[src/pwg_pkg.sv]
// package of constants and carrier types for the wake enable gating block
//
// Overview of operation
// - pin wake enable register at index 0A
// - misc wake enable register at index 0B
// - both enables load 00 on standby reset
// - wake needs enable, status and global enable
// - disabled source still sets its status bit
// - pin enable bits 0..7 map pins 50..57
// - pin enables survive main, soft, bus resets
// - misc enables survive main, soft, bus resets
// - misc bit0 battery, bit1 reserved, bits2-3 pins
// - misc bits 4,5,6 mouse, key, power button
// - misc bit7 holds power fail recovery enable
// - disabled misc source status still records event
// - status bits clear on write one only
package pwg_pkg;

  //////////////////////////////////////////////////////////////////////////
  // register indices; byte address is four times the index
  localparam logic [7:0] PWG_IDX_GPIO_EN   = 8'h0A; // pin wake enable
  localparam logic [7:0] PWG_IDX_MISC_EN   = 8'h0B; // misc wake enable
  localparam logic [7:0] PWG_IDX_GPIO_STS  = 8'h10; // pin wake status
  localparam logic [7:0] PWG_IDX_MISC_STS  = 8'h11; // misc wake status
  localparam logic [7:0] PWG_IDX_GLOBAL_EN = 8'h12; // global wake enable
  localparam int         PWG_ADDR_W        = 12;    // decoded address width

  //////////////////////////////////////////////////////////////////////////
  // reset values
  localparam logic [7:0] PWG_EN_RST     = 8'h00; // both enable registers
  localparam logic [7:0] PWG_STS_RST    = 8'h00; // both status registers
  localparam logic       PWG_GLOBAL_RST = 1'b0;  // global enable

  //////////////////////////////////////////////////////////////////////////
  // misc register field positions
  localparam int PWG_MISC_LOW_BATTERY_ENABLE  = 0; // low battery
  localparam int PWG_MISC_RSVD     = 1; // reserved, reads zero
  localparam int PWG_MISC_GPIO_PIN_60_WAKE     = 2; // pin 60
  localparam int PWG_MISC_GPIO_PIN_61_WAKE     = 3; // pin 61
  localparam int PWG_MISC_MOUSE    = 4; // mouse click wake
  localparam int PWG_MISC_KEY      = 5; // key wake
  localparam int PWG_MISC_PWR_BTN  = 6; // power button wake
  localparam int PWG_MISC_PFR      = 7; // power fail recovery enable
  // misc bits that are real wake sources (0,2..6)
  localparam logic [7:0] PWG_MISC_SRC_MASK = 8'h7D;
  // writable misc enable bits with and without the recovery bit
  localparam logic [7:0] PWG_MISC_WR_PFR   = 8'hFD;
  localparam logic [7:0] PWG_MISC_WR_NOPFR = 8'h7D;

  //////////////////////////////////////////////////////////////////////////
  // carrier types
  typedef struct packed {
    logic                  psel;    // slave select
    logic                  penable; // access phase
    logic                  pwrite;  // write direction
    logic [PWG_ADDR_W-1:0] paddr;   // byte address
    logic [31:0]           pwdata;  // write data
  } pwg_apb_req_type;

  typedef struct packed {
    logic [7:0] gpio; // pins 50..57 event levels
    logic [7:0] misc; // misc source events, same bit layout
  } pwg_event_type;

endpackage : pwg_pkg

[src/pwg_wake_gate.sv]
// wake enable gating block with its apb register file
//
// Added by the designer: the APB register port.
`timescale 1ns/1ps
module pwg_wake_gate #(
  parameter bit HAS_PFR = 1'b1 // variant carries the recovery enable bit
) (
  // clock and standby-power reset
  input  wire logic                     sys_clk,
  input  wire logic                     reset,
  // apb slave
  input  wire pwg_pkg::pwg_apb_req_type apb_req,
  output logic [31:0]                   prdata,
  output logic                          pready,
  output logic                          pslverr,
  // wake source events
  input  wire pwg_pkg::pwg_event_type   wake_event,
  // wake output and enables seen by other logic
  output logic                          wake_out_n,
  output logic                          power_fail_recovery_enable
);
  import pwg_pkg::*;

  //////////////////////////////////////////////////////////////////////////
  // state
  logic [7:0]  gpio_wake_enable_ff;  // pins 50..57 enables
  logic [7:0]  misc_wake_enable_ff;  // misc enables
  logic [7:0]  gpio_wake_status_ff;  // sticky pin status
  logic [7:0]  misc_wake_status_ff;  // sticky misc status
  logic        global_wake_enable_ff; // global gate
  logic        wake_out_n_ff;        // registered wake pin
  logic [31:0] prdata_ff;            // read data
  logic        pslverr_ff;           // unmapped flag

  //////////////////////////////////////////////////////////////////////////
  // address decode
  wire [PWG_ADDR_W-3:0] reg_idx = apb_req.paddr[PWG_ADDR_W-1:2]; // word index
  // index compare on the word index, widened to the same size
  wire [PWG_ADDR_W-3:0] idx_gpio_en  = (PWG_ADDR_W-2)'(PWG_IDX_GPIO_EN);
  wire [PWG_ADDR_W-3:0] idx_misc_en  = (PWG_ADDR_W-2)'(PWG_IDX_MISC_EN);
  wire [PWG_ADDR_W-3:0] idx_gpio_sts = (PWG_ADDR_W-2)'(PWG_IDX_GPIO_STS);
  wire [PWG_ADDR_W-3:0] idx_misc_sts = (PWG_ADDR_W-2)'(PWG_IDX_MISC_STS);
  wire [PWG_ADDR_W-3:0] idx_global   = (PWG_ADDR_W-2)'(PWG_IDX_GLOBAL_EN);
  wire sel_gpio_en  = (reg_idx == idx_gpio_en);
  wire sel_misc_en  = (reg_idx == idx_misc_en);
  wire sel_gpio_sts = (reg_idx == idx_gpio_sts);
  wire sel_misc_sts = (reg_idx == idx_misc_sts);
  wire sel_global   = (reg_idx == idx_global);
  wire addr_mapped  = sel_gpio_en | sel_misc_en | sel_gpio_sts
                    | sel_misc_sts | sel_global;

  // phases: setup loads read data, access commits writes
  wire setup_ph = apb_req.psel & ~apb_req.penable;
  wire wr_commit = apb_req.psel & apb_req.penable & pready & apb_req.pwrite
                 & addr_mapped;
  wire [7:0] wdata = apb_req.pwdata[7:0];

  //////////////////////////////////////////////////////////////////////////
  // read mux; narrow registers sit in the low byte, upper bits zero
  logic [7:0] rd_byte;
  always_comb begin
    if (sel_gpio_en) begin
      rd_byte = gpio_wake_enable_ff;
    end else if (sel_misc_en) begin
      rd_byte = misc_wake_enable_ff;
    end else if (sel_gpio_sts) begin
      rd_byte = gpio_wake_status_ff;
    end else if (sel_misc_sts) begin
      rd_byte = misc_wake_status_ff;
    end else if (sel_global) begin
      rd_byte = {7'h00, global_wake_enable_ff};
    end else begin
      rd_byte = 8'h00; // unmapped reads zero with an error
    end
  end

  //////////////////////////////////////////////////////////////////////////
  // enable register writes; reserved bit never stores, recovery bit per variant
  wire [7:0] misc_wr_mask = HAS_PFR ? PWG_MISC_WR_PFR : PWG_MISC_WR_NOPFR;
  wire [7:0] nxt_gpio_wake_enable = (wr_commit & sel_gpio_en) ? wdata
                                  : gpio_wake_enable_ff;
  wire [7:0] nxt_misc_wake_enable = (wr_commit & sel_misc_en) ? (wdata & misc_wr_mask)
                                  : misc_wake_enable_ff;
  wire       nxt_global_wake_enable = (wr_commit & sel_global) ? wdata[0]
                                    : global_wake_enable_ff;

  // only the standby-power reset reaches these; main power, soft and bus
  // resets are deliberately not wired in so wake setup survives them
  always_ff @(posedge sys_clk) begin
    if (reset) begin
      gpio_wake_enable_ff   <= PWG_EN_RST;
      misc_wake_enable_ff   <= PWG_EN_RST;
      global_wake_enable_ff <= PWG_GLOBAL_RST;
    end else begin
      gpio_wake_enable_ff   <= nxt_gpio_wake_enable;
      misc_wake_enable_ff   <= nxt_misc_wake_enable;
      global_wake_enable_ff <= nxt_global_wake_enable;
    end
  end

  //////////////////////////////////////////////////////////////////////////
  // sticky status, set regardless of enable; set beats a same-cycle clear
  wire [7:0] gpio_clr = (wr_commit & sel_gpio_sts) ? wdata : 8'h00;
  wire [7:0] misc_clr = (wr_commit & sel_misc_sts) ? wdata : 8'h00;
  wire [7:0] misc_evt = wake_event.misc & PWG_MISC_SRC_MASK;
  wire [7:0] nxt_gpio_wake_status = (gpio_wake_status_ff & ~gpio_clr)
                                  | wake_event.gpio;
  wire [7:0] nxt_misc_wake_status = (misc_wake_status_ff & ~misc_clr)
                                  | misc_evt;

  // status lives in the standby domain too
  always_ff @(posedge sys_clk) begin
    if (reset) begin
      gpio_wake_status_ff <= PWG_STS_RST;
      misc_wake_status_ff <= PWG_STS_RST;
    end else begin
      gpio_wake_status_ff <= nxt_gpio_wake_status;
      misc_wake_status_ff <= nxt_misc_wake_status;
    end
  end

  //////////////////////////////////////////////////////////////////////////
  // per-bit gating: pin n of 50..57 on bit n-50, misc sources by position
  logic [7:0] gpio_term; // gated pin terms
  logic [7:0] misc_term; // gated misc terms
  genvar gi;
  generate
    for (gi = 0; gi < 8; gi++) begin : g_gate
      assign gpio_term[gi] = gpio_wake_enable_ff[gi]
                           & gpio_wake_status_ff[gi];
      assign misc_term[gi] = misc_wake_enable_ff[gi] & misc_wake_status_ff[gi]
                           & PWG_MISC_SRC_MASK[gi];
    end
  endgenerate

  // the recovery bit is an enable only, never a wake term
  wire any_term     = |{gpio_term, misc_term};
  wire nxt_wake_out_n = ~(global_wake_enable_ff & any_term);

  // wake pin from a flop so it never glitches on the board
  always_ff @(posedge sys_clk) begin
    if (reset) begin
      wake_out_n_ff <= 1'b1;
    end else begin
      wake_out_n_ff <= nxt_wake_out_n;
    end
  end

  //////////////////////////////////////////////////////////////////////////
  // read data and error latched in setup, stable through access
  wire [31:0] nxt_prdata  = setup_ph ? {24'h000000, rd_byte} : prdata_ff;
  wire        nxt_pslverr = setup_ph ? ~addr_mapped : pslverr_ff;
  always_ff @(posedge sys_clk) begin
    if (reset) begin
      prdata_ff  <= 32'h00000000;
      pslverr_ff <= 1'b0;
    end else begin
      prdata_ff  <= nxt_prdata;
      pslverr_ff <= nxt_pslverr;
    end
  end

  // zero wait states: every access phase completes at once
  assign pready  = 1'b1;
  assign prdata  = prdata_ff;
  assign pslverr = pslverr_ff & apb_req.psel & apb_req.penable;
  assign wake_out_n = wake_out_n_ff;
  assign power_fail_recovery_enable = misc_wake_enable_ff[PWG_MISC_PFR];
endmodule : pwg_wake_gate

[config.mk]
export PLATFORM = sky130hd
export DESIGN_NAME = pwg_wake_gate
export DESIGN_NICKNAME = d
export VERILOG_FILES = /design/src/pwg_pkg.sv /design/src/pwg_wake_gate.sv
export SDC_FILE = /design/constraint.sdc
export NUM_CORES = 1
export LEC_CHECK = 0
export BUFFER_PORTS_ARGS = -buffer_cell sky130_fd_sc_hd__buf_4
export CORE_MARGIN = 10
export CORE_UTILIZATION = 43
export DETAILED_ROUTE_END_ITERATION = 8
export GPL_TIMING_DRIVEN = 1
export HOLD_SLACK_MARGIN = 0.12
export PLACE_DENSITY = 0.77
export SLEW_MARGIN = 10
export SYNTH_ARGS = -nofsm -noshare
export SYNTH_HDL_FRONTEND = slang
export SYNTH_SLANG_ARGS = --single-unit
[constraint.sdc]
create_clock -name sys_clk -period 1.59 [get_ports sys_clk]
set_clock_uncertainty 0.05 [all_clocks]
set_input_delay 0.159 -clock sys_clk [delete_from_list [all_inputs] [get_ports sys_clk]]
set_output_delay 0.159 -clock sys_clk [all_outputs]
set_load 0.01 [all_outputs]
Word-level counts from Yosys, hierarchy flattened
Cells that the tools add are included.
Widths: inputs -> output; s select.
- bits in registers: 42
- input port bits: 65
- output and inout port bits: 36
- logic and storage cells: 60
- equal/unequal tests: 5
- muxes and demuxes: 7
- bitwise gates (word level): 39
- reduce and logical (&&, ||, !) cells: 1
- operators with widths (kind ; number):
    $mux 8 ; 6
    $eq 10x5->1 const B ; 3
    $and 1x1->1 ; 26
    $eq 10x4->1 const B ; 2
    $and 8x8->8 ; 2
    $not 8->8 ; 2
    $reduce_or 14->1 ; 1
    $or 8x7->8 ; 1
    $or 8x8->8 ; 1
    $or 1x1->1 ; 4
    $not 1->1 ; 3
    $mux 1 ; 1

Depth between registers and ports, before layout
Gate-level depths: netlist (run 1).
- depth in word-level cells: 11
- depth in mapped cells: 6
- depth with buffers taken out: 4

Least setup slack after synthesis (run 1)
OpenSTA, ideal clock, no wires.
- path type: input port to flip-flop
- from: in apb_req[35] (netlist name)
- to: reg gpio_wake_status_ff[0]
- library setup time: 139 ps
- arrival time: 1529 ps
- slack: -127 ps
- cell stages on the path: 4
- buffers on the path: 1
- cell sequence: clkbuf_1 -> or4_2 -> nor4b_4 -> a311oi_1
- word-level cells in the longest chain between the ends: 11
- ends and longest elaborated chain (element ; line ; source):
    from (decl) ; pwg_wake_gate.sv:12 ; input wire pwg_pkg::pwg_apb_req_type apb_req,
    $eq 10x4->1 (on tied branches) ; pwg_wake_gate.sv:44, pwg_wake_gate.sv:45 ;
    $or 1x1->1 (2 in series) ; pwg_wake_gate.sv:49 ; wire addr_mapped = sel_gpio_en | sel_misc_en | sel_gpio_sts
    $or 1x1->1 (2 in series) ; pwg_wake_gate.sv:50 ; | sel_misc_sts | sel_global;
    $and 1x1->1 ; pwg_wake_gate.sv:55 ; & addr_mapped;
    $and 1x1->1 (*) ; pwg_wake_gate.sv:103 ; wire [7:0] gpio_clr = (wr_commit & sel_gpio_sts) ? wdata : 8'h00;
    $mux 8 (*) ; pwg_wake_gate.sv:103 ;
    $not 8->8 (*) ; pwg_wake_gate.sv:106 ; wire [7:0] nxt_gpio_wake_status = (gpio_wake_status_ff & ~gpio_clr)
    $and 8x8->8 (*) ; pwg_wake_gate.sv:106 ;
    $or 8x8->8 (*) ; pwg_wake_gate.sv:107 ; | wake_event.gpio;
    to (signal assigned) ; pwg_wake_gate.sv:117 ; gpio_wake_status_ff <= nxt_gpio_wake_status;
    to (decl) ; pwg_wake_gate.sv:28 ; logic [7:0] gpio_wake_status_ff;
Mark *: on every way between the ends. The rest lies on a longest branch, timed or not.
A chain may end at the register's enable or synchronous reset.

Worst setup path in the final report (run 1)
- from: in apb_req[43] (netlist name)
- to: reg prdata_ff[4] (netlist: prdata[4])
- word-level cells in the longest chain between the ends: 5
- ends and longest elaborated chain (element ; line ; source):
    $eq 10x5->1 ; pwg_wake_gate.sv:47 ; wire sel_misc_sts = (reg_idx == idx_misc_sts);
    $mux 8 ; pwg_wake_gate.sv:68 ; end else if (sel_misc_sts) begin
    $mux 8 ; pwg_wake_gate.sv:66 ; end else if (sel_gpio_sts) begin
    $mux 8 ; pwg_wake_gate.sv:64 ; end else if (sel_misc_en) begin
    $mux 8 (*) ; pwg_wake_gate.sv:62 ; if (sel_gpio_en) begin
    to (signal assigned) ; pwg_wake_gate.sv:158 ; prdata_ff <= nxt_prdata;
    to (decl) ; pwg_wake_gate.sv:32 ; logic [31:0] prdata_ff;
Marked as above.

==> results.json, run 1 <==
{
  "run_status": "completed",
  "vdd_ir_drop_max_mv": 0.499,
  "met3_wirelength_um": 507,
  "initial_cell_density_of_the_core_pct": 44.4,
  "routedWlPerCell_um": 15.6,
  "clock_insertion_delay_worst_skew_ns": 0.29,
  "endpoint_kind": "flip-flop",
  "worstPathRequired_ns": 1.75,
  "area_growth_syn_to_layout_pct": 36.4,
  "design.final.nets": 411,
  "regToRegSetupSlack_ns": 0.33,
  "drt-pass1-iter-count": 4,
  "worstPathMaxFanout": 5,
  "worstReg2RegEnd": "wake_out_n$_SDFF_PP1_",
  "num_vias": 2162,
  "grt_setup_unrepaired": "no",
  "filler_cell_count": 470,
  "place_congestion": 0.861,
  "p_leak_nw": 1.30,
  "io_buffers": 47,
  "final_common_cell": "buf_4",
  "floorplan.io_pins": 101,
  "die_y_um": 92.8,
  "highest_layer": "met4",
  "post-dp-hpwl_mm": 4.76,
  "cts.htree.levels": 2,
  "holdCritStartpoint": "apb_req[34]",
  "worstHoldPathType": "in -> reg",
  "worst_hold_path.endpoint": "prdata[5]$_SDFFE_PP0P_",
  "fp-row-count": 26,
  "die-area_mm2": 0.00862,
  "grt_first_pass_wirelength_mm": 11.0,
  "cts_inserted_buffers": 5,
  "finalWirelength_mm": 6.49,
  "final.setup.tns_ns": 0,
  "route.antenna.remaining_nets": 0,
  "hold_path_depth": 4,
  "drive_gt1_share_pct": 26.3,
  "ys_seq_area_share_pct": 36.9,
  "worst_setup_path_start_kind": "primary input",
  "hold_slack_ns": 0.318,
  "synth-warning-count": 0,
  "postSynthRegisterBits": 42,
  "cts_tree": "done",
  "clock_sink_count": 42,
  "netlist_area_mm2": 0.00228,
  "worstSetupPathType": "in -> reg",
  "timing.rr.start": "gpio_wake_status_ff[5]$_SDFF_PP0_",
  "netlist-cell-type-count": 42,
  "drt_iter0_markers": 139,
  "max_freq_ghz": 0.669,
  "cellPowerDensity_mw_per_mm2": 738,
  "min_period_ns": 1.50,
  "post-route-period-util_pct": 94.0,
  "number_of_cells_produced_by_synthesis": 257,
  "utilization_pct": 60.5,
  "grt_overflow": 0,
  "grt_max_degree": 17,
  "number_of_maximum_capacitance_violations": 0,
  "cts_buffer_depth": 2,
  "grt_use_total_pct": 15.3,
  "avgSynthCellArea_um2": 8.88,
  "vias_per_cell": 5.20,
  "grt_antenna_before_repair": 0,
  "met2RoutedLength_mm": 3.11,
  "cts.reportedPaths.clkPinSlew_ns": 0.08,
  "timing.final.hold_violations": 0,
  "critical_path_arrival_ns": 1.66,
  "first_global_vias": 2281,
  "die_width_um": 92.8,
  "reg2regPathDepth": 4,
  "finalPower_w": 0.00230,
  "met1_length_mm": 2.78,
  "drc": 0,
  "core_area_mm2": 0.00514,
  "buffer_cell_driving_the_clock_tree_root": "clkbuf_8",
  "timing.final.setup_violations": 0,
  "slew_viol_final": 0,
  "num_antenna_cells": 0,
  "layout_common_cells": "buf_4, dfxtp_1, nor2_1"
}
## registers in the layout, indices dropped and copies added (netlist names)
name,count
misc_wake_status_ff,8
gpio_wake_enable_ff,8
pslverr_ff,1
global_wake_enable_ff,1
prdata,8
wake_out_n,1
gpio_wake_status_ff,8
misc_wake_enable_ff,7
## stage by stage
step	area (µm²)	cells	setup slack, ns
finish	3110	416	0.0949
global route	3110	416	0.0101
CTS	3110	416	0.134
detailed placement	2770	386	-0.161
global placement	2770	386	-0.183
floorplan	2370	280	-0.0961
## critical path, stage by stage
cell     delay (ns)
buf_4          0.11
or3_1          0.48
buf_4          0.21
nor2_1         0.23
buf_4          0.19
nand4_1        0.09
a31oi_1        0.18
## layer usage
layer  up-vias  track usage [%]
li1       1055                -
met1      1024             18.8
met2        75             25.2
met3         8             4.68
met4         0             4.24
met5         -                0
## kinds of logic after synthesis
logic type | share of synthesized area (%)
buffers and inverters | 13.1
other | 0.329
multiplexers | 10.7
flip-flops | 36.9
AND/OR/NAND/NOR | 22.8
AO/OA/AOI/OAI | 16.3
## worst max path at each step
stage	start	slack, ns	to	cells after the start
floorplan	apb_req[43]	-0.1	gpio_wake_enable_ff[0]$_SDFFE_PP0P_	5
global placement	apb_req[43]	-0.18	prdata[4]$_SDFFE_PP0P_	7
detailed placement	apb_req[43]	-0.16	gpio_wake_enable_ff[7]$_SDFFE_PP0P_	6
CTS	apb_req[43]	0.13	prdata[4]$_SDFFE_PP0P_	7
global route	apb_req[43]	0.01	prdata[4]$_SDFFE_PP0P_	7
finish	apb_req[43]	0.09	prdata[4]$_SDFFE_PP0P_	7
## where the power goes
part           total (W)  switching [W]  leakage, nW  internal (W)
clock           0.000858       0.000355       0.0573      0.000503
combinational   0.000335       0.000165        0.901      0.000170
sequential       0.00110      0.0000238        0.343       0.00108
total            0.00230       0.000544         1.30       0.00175
## cell usage after synthesis, drive strengths merged
cell type,instances,share of area (%)
dfxtp,42,37
nor2,38,6.3
buf,28,9.3
mux2i,21,9.2
a311oi,15,5.8
inv,15,2.5
nand2,11,1.8
nand2b,9,2.5
clkbuf,8,1.3
a21oi,7,1.5
a22oi,6,2.0
nor3,5,1.3
nor4,5,3.0
a221oi,4,1.5
nand4,4,1.1
nor2b,4,1.1
a311o,3,1.3
a31oi,3,0.82
mux2,3,1.5
nand3,3,0.66
or3,3,1.0
a22o,2,0.77
and3,2,0.55
conb,2,0.33
nand3b,2,0.66
nor4b,2,1.7
o41ai,2,0.77
a31o,1,0.38
a32o,1,0.44
and3b,1,0.38
nand4b,1,0.38
o22ai,1,0.27
o31ai,1,0.33
o32ai,1,0.38
or4,1,0.38
## final cells by class
type / count / area (µm²) / area share (%)
Clock inverter: 1 / 30.0 / 0.965
Tap cell: 70 / 87.6 / 2.81
Multi-Input combinational cell: 187 / 1230 / 39.6
Inverter: 15 / 56.3 / 1.81
Sequential cell: 42 / 841 / 27.0
Clock buffer: 6 / 82.6 / 2.65
Timing Repair Buffer: 95 / 783 / 25.2
## timing repair
item,CTS,global route
hold endpoints to repair,32,0
resized for setup,0,0
hold buffers,23,0
buffers inserted,0,0
(Power assumes the default switching activity.)
==> run 2, diff against run 1 <==
Settings changed: RECOVER_POWER set to 50.
==> run 2 against run 1 <==
  * Flip-flop and latch count did not move
  * Critical path type unchanged
  * Register-to-register slack hardly changed
  * Non-clock buffer count unchanged
  * Sequential share of layout area rose by 0.58 points
  * Cell count did not move
  * Critical endpoint is now gpio_wake_status_ff[3]$_SDFF_PP0_
  * Fmax fell by 3.6%
  * Clock-buffer cell count unchanged
==> results.json, run 2 (synthesized netlist as in run 1, its figures left out) <==
{
  "path_buf_inv": 2,
  "post-dp-hpwl_mm": 4.76,
  "worst_setup_sp": "apb_req[39]",
  "design.final.nets": 411,
  "num_antenna_cells": 0,
  "grt_use_total_pct": 15.3,
  "grt_setup_unrepaired": "no",
  "die-area_mm2": 0.00862,
  "holdCritStartpoint": "apb_req[34]",
  "switching_share_pct": 23.7,
  "clock_sink_count": 42,
  "timing.final.hold_violations": 0,
  "grt_antenna_before_repair": 0,
  "total_switching_power_w": 0.000543,
  "drt-pass1-iter-count": 4,
  "cp_cell_sequence": "clkbuf_4, or4_4, nor4b_1, buf_12, a311oi_1",
  "grt_max_degree": 17,
  "floorplan.io_pins": 101,
  "max_freq_ghz": 0.645,
  "worstPathMaxFanout": 8,
  "grt_overflow": 0,
  "number_of_maximum_capacitance_violations": 0,
  "io_buffers": 47,
  "worstPathRequired_ns": 1.71,
  "die_width_um": 92.8,
  "slew_viol_final": 0,
  "critical-path-slowest-cell": "or4_4",
  "cts.reportedPaths.clkPinSlew_ns": 0.08,
  "finalWirelength_mm": 6.50,
  "postCtsSetupRepairBufs": 0,
  "area_growth_syn_to_layout_pct": 33.6,
  "post-route-period-util_pct": 97.5,
  "max_stage_delay_ns": 0.55,
  "finalPower_w": 0.00229,
  "die_y_um": 92.8,
  "timing.max_slew.rel_slack_pct": 63.6,
  "routedWlPerCell_um": 15.6,
  "critical_path_arrival_ns": 1.67,
  "num_vias": 2190,
  "buffer_cell_driving_the_clock_tree_root": "clkbuf_8",
  "drive_gt1_share_pct": 22.5,
  "p_leak_nw": 1.24,
  "cpLargestDelayFamily": "simple AND/OR/NAND/NOR gates",
  "timing.final.setup_violations": 0,
  "seq_power_share_pct": 48.1,
  "final-instance-count-excl-fill": 416,
  "cts.htree.levels": 2,
  "initial_cell_density_of_the_core_pct": 44.4,
  "vdd_ir_drop_max_mv": 0.498,
  "dpl.cell_count": 386,
  "final_common_cell": "buf_4",
  "cellPowerDensity_mw_per_mm2": 752,
  "drt_iter0_markers": 163,
  "cts_tree": "done",
  "place_congestion": 0.861,
  "route.antenna.remaining_nets": 0,
  "timing.rr.start": "gpio_wake_status_ff[5]$_SDFF_PP0_",
  "clock_insertion_delay_worst_skew_ns": 0.29,
  "drc": 0,
  "grt_first_pass_wirelength_mm": 11.0,
  "layout_common_cells": "buf_4, dfxtp_1, nor2_1",
  "post_cts_resize_count": 0,
  "worstHoldPathType": "in -> reg",
  "timing_worst_slew_pin_value_ns": 0.539,
  "worst_setup_path_start_kind": "primary input",
  "fp-row-count": 26,
  "worstSetupPathType": "in -> reg",
  "run_status": "completed",
  "endpoint_kind": "flip-flop",
  "fraction_of_power_consumed_by_the_clock_network_pct": 37.5,
  "min_period_ns": 1.55,
  "comb_power_share_pct": 14.4,
  "power_report.internal_total_w": 0.00175,
  "cts_buffer_depth": 2,
  "cts_inserted_buffers": 5,
  "first_global_vias": 2281,
  "vias_per_cell": 5.26,
  "core_area_mm2": 0.00514
}
==> run 2: cell count changes in the layout (fill, tap and decap cells not counted), sizes merged <==
cell,delta
buf,-15
clkbuf,+15
==> run 2: power groups by stage <==
stage                     sequential (W)  clock, W  combinational (W)
after floorplan                  0.00112         0           0.000197
after global placement           0.00113         0           0.000276
after detailed placement         0.00113         0           0.000282
after CTS                        0.00110  0.000869           0.000328
after global routing             0.00111  0.000908           0.000370
final                            0.00110  0.000859           0.000330
==> run 2: what timing repair did <==
action	CTS	global route
setup endpoints to repair	0	0
hold endpoints to repair	32	0
hold buffers	23	0
==> run 2: worst paths after layout <==
kind	to	slack (ns)	cells past startpoint
worst min register to register	misc_wake_status_ff[1]$_SDFF_PP0_	0.41	2
worst max register to register	wake_out_n$_SDFF_PP1_	0.33	4
worst max-delay path	gpio_wake_status_ff[3]$_SDFF_PP0_	0.04	5
worst min-delay path	prdata[5]$_SDFFE_PP0P_	0.32	4
==> run 2: final cells by class <==
cell class	count	area (µm²)
flip-flops and latches	42	841
well taps	70	87.6
repair buffers	95	733
clock buffers	6	82.6
fillers	488	2090
clock inverters	1	30.0
inverters	15	56.3
multi-input cells	187	1220
==> run 2: layer usage <==
metal  vias up  part of all wire (%)  GRT usage (%)  wire (µm)
li1       1055                     -              -          -
met1      1039                    43           18.8       2830
met2        83                    47           25.2       3030
met3        13                   7.7           4.68        503
met4         0                   2.1           4.24        138
met5         -                     0              0          0
==> run 2: worst reg2reg max path: cells and delay by family, from the launching register on <==
kind	cells	cell delay, ns
AO/OA/AOI/OAI	3	0.70
flip-flops	1	0.34
AND/OR/NAND/NOR	1	0.10
==> run 2: per-stage QoR <==
stage          setup slack, ns  hold WS [ns]  util [%]  TNS (ns)  area (µm²)
2_1_floorplan          -0.0961         0.197         -     -1.20        2370
3_3_place_gp            -0.183         0.305      53.9     -2.61        2770
3_5_place_dp            -0.161         0.317      53.9     -3.01        2770
4_1_cts                  0.134         0.315      60.5         0        3110
5_1_grt                 0.0101         0.344      59.3         0        3050
6_report                0.0395         0.319      59.3         0        3050
